File: src/nvram_host_pkg.sv
// Package: timing, states and carriers for the nonvolatile SRAM host controller
package nvram_host_pkg;
   localparam int CLK_MHZ          = 40;
   localparam int ADDR_W           = 15;
   localparam int DATA_W           = 8;
   // Times in their own units, as printed
   localparam int READ_CYC_FAST_NS = 25;
   localparam int READ_CYC_SLOW_NS = 45;
   localparam int WRITE_PULSE_NS   = 30;
   localparam int SAVE_PULSE_NS    = 15;
   localparam int SEQ_LATENCY_US   = 100;
   localparam int RESTORE_MAX_MS   = 20;
   localparam int STORE_MAX_MS     = 8;
   // Cycle counts, least times rounded up
   localparam int READ_CYC_FAST    = (READ_CYC_FAST_NS * CLK_MHZ + 999) / 1000;
   localparam int READ_CYC_SLOW    = (READ_CYC_SLOW_NS * CLK_MHZ + 999) / 1000;
   localparam int WRITE_CYC        = (WRITE_PULSE_NS * CLK_MHZ + 999) / 1000;
   localparam int SAVE_PULSE_CYC   = (SAVE_PULSE_NS * CLK_MHZ + 999) / 1000;
   localparam int SEQ_LATENCY_CYC  = SEQ_LATENCY_US * CLK_MHZ;
   localparam int RESTORE_CYC      = RESTORE_MAX_MS * 1000 * CLK_MHZ;
   localparam int STORE_CYC        = STORE_MAX_MS * 1000 * CLK_MHZ;
   localparam int SEQ_LEN          = 6;
   localparam int CNT_W            = 20;

   typedef enum logic [2:0] {
      OP_READ  = 3'h0,
      OP_WRITE = 3'h1,
      OP_PSAVE = 3'h2,
      OP_SEQ   = 3'h3
   } op_t;

   typedef enum logic [2:0] {
      ST_BOOT  = 3'h0,
      ST_IDLE  = 3'h1,
      ST_ACC   = 3'h2,
      ST_GAP   = 3'h3,
      ST_PULSE = 3'h4,
      ST_WAIT  = 3'h5
   } state_t;

   typedef struct packed {
      logic              valid;
      op_t               op;
      logic [ADDR_W-1:0] addr;
      logic [DATA_W-1:0] wdata;
   } req_t;

   typedef struct packed {
      logic              ce_n;
      logic              we_n;
      logic              oe_n;
      logic [ADDR_W-1:0] addr;
      logic [DATA_W-1:0] dq_o;
      logic              dq_oe_n;
      logic              sb_o;
      logic              sb_oe_n;
   } bus_t;
endpackage

File: src/nvram_host.sv
// Host controller driving an asynchronous nonvolatile SRAM over its pins
`timescale 1ns/1ps
module nvram_host
   import nvram_host_pkg::*;
#(
   parameter int RESTORE_WAIT = RESTORE_CYC,     // Power-up restore wait, cycles
   parameter int CMD_WAIT     = SEQ_LATENCY_CYC, // Sequence latency, cycles
   parameter int STORE_WAIT   = STORE_CYC        // Store completion bound, cycles
)(
   input  wire logic                          CLK,         // 40 MHz clock
   input  wire logic                          NRST,        // Sync reset, active low
   input  wire nvram_host_pkg::req_t          REQ,         // Request carrier
   input  wire logic [5:0][ADDR_W-1:0]        SEQ_ADDR,    // Command address table
   input  wire logic                          SLOW_GRADE,  // 1: 45 ns part
   output logic                               REQ_READY,   // Idle, accepts request while pin reads high
   output logic                               DONE,        // Pulse, operation ended
   output logic [DATA_W-1:0]                  RDATA,       // Read data
   output logic                               TIMEOUT,     // Pulse, busy overran bound
   output nvram_host_pkg::bus_t               BUS,         // Device pins out
   input  wire logic [DATA_W-1:0]             DQ_I,        // Data pins in
   input  wire logic                          SB_I         // Store/busy pin in
);
   import nvram_host_pkg::*;

   // ----------------------------------------------------------------
   // Carried state
   // ----------------------------------------------------------------
   typedef struct packed {
      state_t            st;
      op_t               op;
      logic [CNT_W-1:0]  cnt;
      logic [22:0]       wait_cnt;
      logic [2:0]        step;
      logic [ADDR_W-1:0] addr;
      logic [DATA_W-1:0] wdata;
      logic [DATA_W-1:0] rdata;
      logic [1:0]        sb_sync;
      logic              ready;
      logic              done;
      logic              tout;
      bus_t              bus;
   } host_t;

   host_t s_r;
   host_t s_nxt;
   logic [CNT_W-1:0] acc_len;
   logic             sb_high;

   // ----------------------------------------------------------------
   // Grade timing and pin view
   // ----------------------------------------------------------------
   always_comb begin
      acc_len = SLOW_GRADE ? CNT_W'(READ_CYC_SLOW) : CNT_W'(READ_CYC_FAST);
      sb_high = s_r.sb_sync[1];
   end

   // ----------------------------------------------------------------
   // Next state
   // ----------------------------------------------------------------
   always_comb begin
      s_nxt           = s_r;
      s_nxt.done      = 1'b0;
      s_nxt.tout      = 1'b0;
      s_nxt.sb_sync   = {s_r.sb_sync[0], SB_I};
      unique case (s_r.st)
         ST_BOOT: begin
            // Device restores and ignores us; wait out the worst case
            if (s_r.wait_cnt >= 23'(RESTORE_WAIT - 1)) begin
               s_nxt.st    = ST_IDLE;
               s_nxt.ready = 1'b1;
            end else begin
               s_nxt.wait_cnt = s_r.wait_cnt + 23'h000001;
            end
         end
         ST_IDLE: begin
            // Pin is seen two cycles late; a save begun inside that gap is missed
            if (REQ.valid && sb_high) begin
               s_nxt.ready    = 1'b0;
               s_nxt.op       = REQ.op;
               s_nxt.addr     = REQ.addr;
               s_nxt.wdata    = REQ.wdata;
               s_nxt.step     = 3'h0;
               s_nxt.cnt      = '0;
               s_nxt.bus.addr = (REQ.op == OP_SEQ) ? SEQ_ADDR[0] : REQ.addr;
               if (REQ.op == OP_PSAVE) begin
                  s_nxt.st          = ST_PULSE;
                  s_nxt.bus.sb_o    = 1'b0;
                  s_nxt.bus.sb_oe_n = 1'b0;
               end else if (REQ.op == OP_WRITE) begin
                  s_nxt.st          = ST_ACC;
                  s_nxt.bus.ce_n    = 1'b0;
                  s_nxt.bus.we_n    = 1'b0;
                  s_nxt.bus.dq_o    = REQ.wdata;
                  s_nxt.bus.dq_oe_n = 1'b0;
               end else begin
                  // Read strobes: write strobe left high
                  s_nxt.st       = ST_ACC;
                  s_nxt.bus.ce_n = 1'b0;
                  s_nxt.bus.oe_n = 1'b0;
                  s_nxt.bus.we_n = 1'b1;
               end
            end
         end
         ST_ACC: begin
            if (s_r.cnt >= ((s_r.op == OP_WRITE) ? CNT_W'(WRITE_CYC) : acc_len) - CNT_W'(1)) begin
               s_nxt.bus.ce_n    = 1'b1;
               s_nxt.bus.oe_n    = 1'b1;
               s_nxt.bus.we_n    = 1'b1;
               s_nxt.bus.dq_oe_n = 1'b1;
               s_nxt.cnt         = '0;
               // Read data taken while our own strobes hold it steady: no synchroniser
               // No command read data is kept; only OP_READ loads rdata
               if (s_r.op == OP_READ) begin
                  s_nxt.rdata = DQ_I;
               end
               s_nxt.st = ST_GAP;
            end else begin
               s_nxt.cnt = s_r.cnt + CNT_W'(1);
            end
         end
         ST_GAP: begin
            // One idle cycle with CE high between strobes; the next address is set at the same edge as CE falls
            if (s_r.op == OP_SEQ && s_r.step < 3'(SEQ_LEN - 1)) begin
               s_nxt.step     = s_r.step + 3'h1;
               s_nxt.bus.addr = SEQ_ADDR[s_r.step + 3'h1];
               s_nxt.bus.ce_n = 1'b0;
               s_nxt.bus.oe_n = 1'b0;
               s_nxt.st       = ST_ACC;
            end else if (s_r.op == OP_SEQ) begin
               s_nxt.cnt      = '0;
               s_nxt.wait_cnt = '0;
               s_nxt.st       = ST_WAIT;
            end else begin
               s_nxt.done  = 1'b1;
               s_nxt.ready = 1'b1;
               s_nxt.st    = ST_IDLE;
            end
         end
         ST_PULSE: begin
            // One cycle already exceeds the minimum pulse at this clock
            if (s_r.cnt >= CNT_W'(SAVE_PULSE_CYC - 1)) begin
               // Release; the pin then rests on the device's weak pull-up
               s_nxt.bus.sb_oe_n = 1'b1;
               s_nxt.bus.sb_o    = 1'b1;
               s_nxt.wait_cnt    = '0;
               s_nxt.st          = ST_WAIT;
            end else begin
               s_nxt.cnt = s_r.cnt + CNT_W'(1);
            end
         end
         ST_WAIT: begin
            // Sequence: fixed latency, then follow busy; pin save: follow busy
            // Synchroniser still holds the level from before our pulse: skip one cycle
            if (s_r.op == OP_SEQ && s_r.cnt < CNT_W'(CMD_WAIT)) begin
               s_nxt.cnt = s_r.cnt + CNT_W'(1);
            end else if (sb_high && s_r.wait_cnt != '0) begin
               s_nxt.done  = 1'b1;
               s_nxt.ready = 1'b1;
               s_nxt.st    = ST_IDLE;
            end else if (s_r.wait_cnt >= 23'(STORE_WAIT)) begin
               s_nxt.tout  = 1'b1;
               s_nxt.done  = 1'b1;
               s_nxt.ready = 1'b1;
               s_nxt.st    = ST_IDLE;
            end else begin
               s_nxt.wait_cnt = s_r.wait_cnt + 23'h000001;
            end
         end
         default: s_nxt.st = ST_IDLE;
      endcase
   end

   // ----------------------------------------------------------------
   // State register
   // ----------------------------------------------------------------
   always_ff @(posedge CLK) begin
      if (!NRST) begin
         s_r             <= '0;
         s_r.st          <= ST_BOOT;
         s_r.bus.ce_n    <= 1'b1;
         s_r.bus.we_n    <= 1'b1;
         s_r.bus.oe_n    <= 1'b1;
         s_r.bus.dq_oe_n <= 1'b1;
         s_r.bus.sb_o    <= 1'b1;
         s_r.bus.sb_oe_n <= 1'b1;
      end else begin
         s_r <= s_nxt;
      end
   end

   // ----------------------------------------------------------------
   // Outputs
   // ----------------------------------------------------------------
   always_comb begin
      REQ_READY = s_r.ready;
      DONE      = s_r.done;
      RDATA     = s_r.rdata;
      TIMEOUT   = s_r.tout;
      BUS       = s_r.bus;
   end
endmodule // nvram_host

File: config.mk
export PLATFORM = sky130hd
export DESIGN_NAME = nvram_host
export DESIGN_NICKNAME = d
export VERILOG_FILES = /design/src/nvram_host_pkg.sv /design/src/nvram_host.sv
export SDC_FILE = /design/constraint.sdc
export NUM_CORES = 1
export LEC_CHECK = 0
export ABC_CLOCK_PERIOD_IN_PS = 4500
export BUFFER_PORTS_ARGS = -buffer_cell sky130_fd_sc_hd__buf_2
export CAP_MARGIN = 30
export CORE_MARGIN = 5
export CORE_UTILIZATION = 50
export CTS_BUF_LIST = sky130_fd_sc_hd__clkbuf_4
export DETAILED_ROUTE_END_ITERATION = 10
export PLACE_DENSITY = 0.78
export RECOVER_POWER = 25
export SYNTH_ARGS = -nofsm -noshare
export SYNTH_HDL_FRONTEND = slang
export SYNTH_SLANG_ARGS = --single-unit
File: constraint.sdc
create_clock -name CLK -period 4.5 [get_ports CLK]
set_input_delay 1.125 -clock CLK [delete_from_list [all_inputs] [get_ports CLK]]
set_output_delay 1.125 -clock CLK [all_outputs]
set_load 0.005 [all_outputs]
==> parameters.txt, run 1 <==
Parameter                              Value

Job
  Max capacitance violation total ... 1

Outcome
  Violated checks ... max-capacitance violations, max-slew violations
  Outcome ... complete, but fails checks

Timing
  Setup clock skew after layout ... 0.0109 ns
  Pin slew with the least headroom to its limit ... around 1.8 ns
  Slew HR ... -18.7%
  Highest attainable clock frequency ... 344 MHz
  Final setup violation count ... 0
  Final clock period utilization by the worst path ... 64.6%
  Number of pins exceeding their max-slew limit in the final report ... 43
  Setup tns final ... 0 ns
  Total count of hold-check failures in the final report ... 0
  Unrepaired setup endpoints after global routing ... false
  Min Tclk post-route ... 2.91 ns

Setup path
  Start of the worst register-to-register path ... s_r[114]
  Worst Setup Path Type ... in2reg
  Capture instance of the worst register-to-register path ... BUS[6]
  Crit-path slowest cell ... sky130_fd_sc_hd__clkbuf_1
  Required time of the critical path ... slightly below 5 ns
  Critical path endpoint category ... flip-flop
  Cell count of the worst reg-to-reg path ... 5
  FF-to-FF setup slack ... 1.61 ns
  Kind of start point of the critical path ... input port
  Endpoint arrival time on the critical path ... around 3.3 ns
  Capturing instance or port of the critical path ... BUS[2]
  Critical path cell sequence ... buf_2, buf_4, clkinv_1, clkbuf_1, a21oi_1, o21ai_0
  Largest stage delay, worst path ... 1.28 ns
  Launch point of the worst path ... NRST
  Crit-path max FO ... 45

Detailed routing
  Average routed wire per standard cell ... 16.1 µm
  First-pass detailed-route iteration total ... 8
  DRC marker count from the first detailed-route iteration ... 326
  Post-detailed-route count of antenna-violating nets ... 0
  Final routed DRC violation total ... 0
  Total via count in the routed design ... 5281
  Mean number of vias per cell ... between 5 and 6
  Final Routed Wirelength ... 14700 µm

Clocking
  Clock Path Buffers ... 2
  Root Buffer ... sky130_fd_sc_hd__clkbuf_4
  Number of H-tree levels ... 3
  Clock latency on the worst-skew pair ... between 0.4 and 0.5 ns
  Count of hold-fix buffers inserted at cts ... 0
  Number of gates resized after CTS ... 0
  Sinks on the clock net ... 93
  TritonCTS clock tree ... built
  Post CTS Setup Buffer Count ... 0
  CTS Buf Count ... 9
  Register clock-pin slew on the reported worst setup and hold paths ... 0.15 ns

Yosys
  Area share of the largest cell type after synthesis ... 32.8%
  Number of different library cells in the post-synthesis netlist ... 71
  Flip-flop and latch count after synthesis ... 93
  Leading cell type by number of instances after synthesis ... sky130_fd_sc_hd__dfxtp_1
  Fraction of the yosys area taken by sequential cells ... 32.8%
  Post-synthesis async set-or-reset flop share ... 0%
  Number of warnings reported in the yosys synthesis log ... 0
  Cell taking the most area after synthesis ... sky130_fd_sc_hd__dfxtp_1
  Mapped Nets ... about 800
  Count of flip-flops with a built-in enable after synthesis ... 0
  Post-synthesis cell area ... approximately 5700 µm²
  Most frequent cells after synthesis ... sky130_fd_sc_hd__dfxtp_1 (93), sky130_fd_sc_hd__nor2_1 (78), sky130_fd_sc_hd__mux2i_1 (50)
  Top_reg_cell synth ... sky130_fd_sc_hd__dfxtp_1
  Synth Area per Inst ... approximately 8.6 µm²
  Cells after Synth ... 658
  Top cells by area, synth ... sky130_fd_sc_hd__dfxtp_1 (33%), sky130_fd_sc_hd__mux2i_1 (8.8%), sky130_fd_sc_hd__mux4_2 (5.9%)

Die
  Number of placement rows ... 39
  Chip height ... 117 µm
  Ports placed on the boundary ... ~170
  Standard cell core area ... 11300 µm²
  Die extent in x ... 117 µm
  Die ar. ... about 14000 µm²
  Initial standard-cell utilization of the core ... just over 50%

Layout
  Count of nets after finishing ... 900
  Layout Area Growth over Synthesis ... 12.4%
  Number of fill cells in the layout ... ~1000
  Final non-filler cell total ... 913
  Ratio of cells with drive above 1 in the final layout ... 27.5%
  # diodes ... 0

Global routing
  First-pass GRT wire length ... 22800 µm
  Pin count of the biggest net entering global routing ... between 40 and 50
  GRT Util Overall ... 20.3%
  Vias in the first global route ... just under 5000
  Leftover overflow at the end of global routing ... 0
  Antenna violations before repair ... 0

Place
  Routability-driven placement congestion ratio ... just under 0.9
  Total half-perimeter wirelength after legalization and detailed placement ... 11200 µm
  Number of cells after detailed placement ... around 900
  Count of input and output buffers ... 168

Power and ir drop
  Power density over cell area ... 225 nW/µm²
  Leakage power ... roughly 2.5 nW
  Worst vdd rail ir drop ... 0.167 mV
  Total Power ... between 1 and 1.5 mW

Hold path
  Class of the tightest hold or removal check ... reg2reg
  Number of cells on the worst hold path ... 1
[worst min path at each step]
stage	startpoint	to
2_1_floorplan	s_nxt[33]	s_r[33]
3_3_place_gp	s_nxt[33]	s_r[33]
3_5_place_dp	s_nxt[33]	s_r[33]
4_1_cts	s_nxt[33]	s_r[33]
5_1_grt	s_nxt[33]	s_r[33]
6_report	s_nxt[33]	s_r[33]
[final cells by class]
cell class | count | area, µm² | share of cell area, %
clock buffer | 10 | 75.1 | 1.18
clock inverter | 6 | 68.8 | 1.08
inverter | 11 | 41.3 | 0.647
multi-input combinational | 473 | 3270 | 51.2
sequential | 93 | 1860 | 29.2
tap | 143 | 179 | 2.80
timing repair buffer | 177 | 888 | 13.9
[flip-flops by register name, indices dropped and copies added, names as in the netlist]
signal and count:
BUS 28, REQ_READY 1, DONE 1, TIMEOUT 1
s_r 53, RDATA 8, s_nxt 1
[through the flow]
stage / util (%) / instance area (µm²) / setup WS (ns) / hold slack [ns]
2_1_floorplan: - / 5680 / 1.56 / 0.412
3_3_place_gp: 55.6 / 6260 / 1.39 / 0.423
3_5_place_dp: 55.6 / 6260 / 1.29 / 0.424
4_1_cts: 56.8 / 6410 / 1.76 / 0.460
5_1_grt: 56.7 / 6390 / 1.38 / 0.480
6_report: 56.7 / 6390 / 1.59 / 0.454
[worst max-delay path, delay by kind of cell]
kind	cells	cell delay [ns]
AO/OA/AOI/OAI	2	0.35
buffers and inverters	4	1.75
[report_power, final]
| part | leakage, nW | switching, mW | internal (mW) | total (mW) |
|---|---|---|---|---|
| Sequential | 0.750 | 0.00433 | 0.827 | 0.831 |
| Combinational | 1.67 | 0.0625 | 0.0714 | 0.134 |
| Clock | 0.0778 | 0.289 | 0.181 | 0.471 |
[logic make-up after synthesis]
family	count (synthesis)	synth area share, %
simple gates	249	22.6
compound gates	142	17.3
flops	93	32.8
buf+inv	92	9.61
mux	65	14.8
xor+xnor	10	1.54
fa+ha+maj	6	1.32
other cells	1	0.0660
[cells in the final DEF, fill, tap and decap left out, drive strengths merged, types with 3 or more instances in the layout]
cell type	count
a22o	3
nand3b	4
and2	14
clkbuf	28
o21ai	50
o22ai	3
nand4	25
nor2b	4
xor2	7
nand2b	3
dfxtp	93
or3	4
a21oi	30
o31a	10
nand3	16
a31oi	7
nor4	7
xnor2	3
a21o	4
and4	3
inv	13
nor2	80
nor3	22
mux2i	50
buf	159
ha	6
mux4	15
nand2	46
o211ai	3
and3	8
o221ai	15
[routing by layer]
layer | vias up | GRT usage, % | share of wire, %
met5 | - | 0 | 0
met4 | 0 | 4.51 | 0.94
met3 | 15 | 4.35 | 7.0
met2 | 169 | 32.9 | 50
met1 | 2504 | 28.0 | 42
li1 | 2593 | - | -
No activity file was read; power rests on OpenSTA's default activity.
==> run 2, diff against run 1 <==
--- a/config.mk
+++ b/config.mk
@@ -5,7 +5,7 @@
 export SDC_FILE = /design/constraint.sdc
 export NUM_CORES = 1
 export LEC_CHECK = 0
-export ABC_CLOCK_PERIOD_IN_PS = 4500
+export ABC_CLOCK_PERIOD_IN_PS = 2910
 export BUFFER_PORTS_ARGS = -buffer_cell sky130_fd_sc_hd__buf_2
 export CAP_MARGIN = 30
 export CORE_MARGIN = 5
==> constraint.sdc (replaced) <==
create_clock -name CLK -period 2.91 [get_ports CLK]
set_input_delay 0.7275 -clock CLK [delete_from_list [all_inputs] [get_ports CLK]]
set_output_delay 0.7275 -clock CLK [all_outputs]
set_load 0.005 [all_outputs]
==> parameters.txt, run 2 (synthesis results as in run 1) <==
Parameter                              Value

Outcome
  Outcome ... finished clean

Layout
  Finished Core Util ... 57.1% (+0.44 points)
  Ratio of cells with drive above 1 in the final layout ... 27.0% (-0.53 points)
  Final non-filler cell total ... 917 (+0.44%)
  Most used cells in the layout excluding fill and tap cells ... sky130_fd_sc_hd__buf_2 (141), sky130_fd_sc_hd__dfxtp_1 (92), sky130_fd_sc_hd__nor2_1 (78)
  # diodes ... 0 (unchanged)
  Number of fill cells in the layout ... 1044 (+1.9%)
  Count of nets after finishing ... 904 (+0.44%)
  Most common cell after layout, fill and taps aside ... sky130_fd_sc_hd__buf_2
  Final non-filler cell area ... 6440 µm² (+0.78%)
  Layout Area Growth over Synthesis ... 13.3%
  Register with the most flip-flops ... s_r
  Max FFs per register ... 53 (unchanged)

Clocking
  Register clock-pin slew on the reported worst setup and hold paths ... 0.15 ns (about the same)
  CTS Buf Count ... 9 (unchanged)
  Sinks on the clock net ... 93 (unchanged)
  Clock latency on the worst-skew pair ... 0.45 ns (+0.02 ns)
  Number of H-tree levels ... 3 (unchanged)
  Clock Path Buffers ... 2 (unchanged)
  Post CTS Setup Buffer Count ... 0 (unchanged)
  TritonCTS clock tree ... built
  Number of gates resized after CTS ... 0 (unchanged)
  Count of hold-fix buffers inserted at cts ... 0 (unchanged)
  Root Buffer ... sky130_fd_sc_hd__clkbuf_4

Die
  Initial standard-cell utilization of the core ... 50.4% (unchanged)
  Chip height ... 117 µm (unchanged)
  Number of placement rows ... 39 (unchanged)
  Standard cell core area ... 11300 µm² (unchanged)
  Ports placed on the boundary ... 169 (unchanged)
  Die ar. ... 13600 µm² (unchanged)
  Die extent in x ... 117 µm (unchanged)

Detailed routing
  M1 wire length ... 6320 µm (+0.98%)
  Final Routed Wirelength ... 14600 µm (-0.78%)
  First-pass detailed-route iteration total ... 5 (-3)
  Post-detailed-route count of antenna-violating nets ... 0 (unchanged)
  Total via count in the routed design ... 5287 (+0.11%)
  Final routed DRC violation total ... 0 (unchanged)
  Top routing layer used ... met4
  Average routed wire per standard cell ... 15.9 µm (-1.2%)
  Total met2 wirelength after detailed routing ... 7170 µm (-1.8%)
  DRC marker count from the first detailed-route iteration ... 316 (-3.1%)
  Mean number of vias per cell ... 5.77 (-0.32%)
  Total length of routed met3 wires ... 907 µm (-12%)

Place
  Dpl cell area ... 6300 µm² (+0.60%)
  Count of input and output buffers ... 168 (unchanged)
  Setup Slack @ Placement ... 0.131 ns (-1.16 ns)
  Routability-driven placement congestion ratio ... 0.850 (-1.6%)
  Total half-perimeter wirelength after legalization and detailed placement ... 11200 µm (+0.13%)
  Number of cells after detailed placement ... 901 (+0.56%)

Power and ir drop
  Worst vdd rail ir drop ... 0.283 mV (+69%)
  Power density over cell area ... 359 nW/µm² (+60%)
  Total Power ... 2.31 mW (+61%)
  Leakage power ... 2.48 nW (-0.42%)

Setup path
  Crit-path slowest cell ... sky130_fd_sc_hd__dfxtp_1
  Crit-path max FO ... 19 (-58%)
  Worst Setup Path Type ... reg2reg
  Required time of the critical path ... 3.29 ns (-1.57 ns)
  Start of the worst register-to-register path ... s_r[112]
  FF-to-FF setup slack ... 0.46 ns (-1.15 ns)
  Kind of start point of the critical path ... flip-flop
  Largest stage delay, worst path ... 0.40 ns (-0.88 ns)
  Critical path cell sequence ... nor2_1, a21o_1, ha_1, nand2b_1, a2111oi_4, a31oi_2, a21o_1, a21oi_2, o21ai_4, a21oi_1
  Endpoint arrival time on the critical path ... 2.83 ns (-0.44 ns)
  Most repeated library cell on the critical path ... sky130_fd_sc_hd__a21o_1
  Critical path endpoint category ... flip-flop
  Launch point of the worst path ... s_r[112]

Timing
  Final clock period utilization by the worst path ... between 80 and 90%
  Min Tclk post-route ... roughly 2.5 ns
  Pin slew with the least headroom to its limit ... 0.582 ns (-1.20 ns)
  Total count of hold-check failures in the final report ... 0 (unchanged)
  Number of pins exceeding their max-slew limit in the final report ... 0 (-100%)
  Slew HR ... 61.1% (+80 points)
  Smallest hold slack ... 0.469 ns (+0.0144 ns)
  Highest attainable clock frequency ... 407 MHz
  Setup tns final ... 0 ns (unchanged)
  Final setup slack of the worst path ... 0.455 ns (-1.14 ns)
  Unrepaired setup endpoints after global routing ... false
  Final setup violation count ... 0 (unchanged)
  Setup clock skew after layout ... 0.0177 ns (+0.00682 ns)

Global routing
  Antenna violations before repair ... 0 (unchanged)
  GRT Util Overall ... 20.4% (+0.082 points)
  Pin count of the biggest net entering global routing ... 43 (-6.5%)
  First-pass GRT wire length ... 22800 µm (-0.27%)
  Vias in the first global route ... 4933 (+1.0%)
  Leftover overflow at the end of global routing ... 0 (unchanged)

Hold path
  Hold path startpoint ... s_nxt[33]
  Class of the tightest hold or removal check ... reg2reg

Job
  Max capacitance violation total ... 0 (-1)
==> run 2: changes by cell type in the layout (fill, tap and decap cells not counted), moves of 3 or more <==
cell / change
sky130_fd_sc_hd__buf_4: +7
sky130_fd_sc_hd__buf_2: -11
sky130_fd_sc_hd__and2_1: +3
sky130_fd_sc_hd__and2_0: -3
sky130_fd_sc_hd__clkbuf_1: +9
==> run 2: layer usage <==
layer	vias to the layer above	track usage, %
li1	2603	-
met1	2508	27.7
met2	155	32.9
met3	21	3.47
met4	0	7.19
met5	-	0
==> run 2: critical path, delay by kind of cell (launching register included) <==
family,cells,cell delay [ns]
adders and majority gates,1,0.26
DFF,1,0.40
AOI/OAI and AO/OA,7,1.49
and+or+nand+nor,2,0.24
==> run 2: power by group <==
part	leakage (nW)	switching [mW]	total [mW]	internal [mW]
registers	0.750	0.00714	1.29	1.28
clock network	0.0876	0.450	0.816	0.366
logic	1.65	0.0969	0.207	0.110
==> run 2: final cells by class <==
class	count	area, µm²	share of cell area (%)
tap	143	179	2.78
multi-input combinational	473	3280	51.0
clock buffer	10	75.1	1.17
clock inverter	6	93.8	1.46
inverter	11	41.3	0.642
timing repair buffer	181	905	14.1
sequential	93	1860	28.9
==> run 2: worst paths after layout <==
path | endpoint | depth (start not counted)
max | s_r[100] | 10
min | s_r[33] | 1
max reg2reg | s_r[100] | 10
min reg2reg | s_r[33] | 1
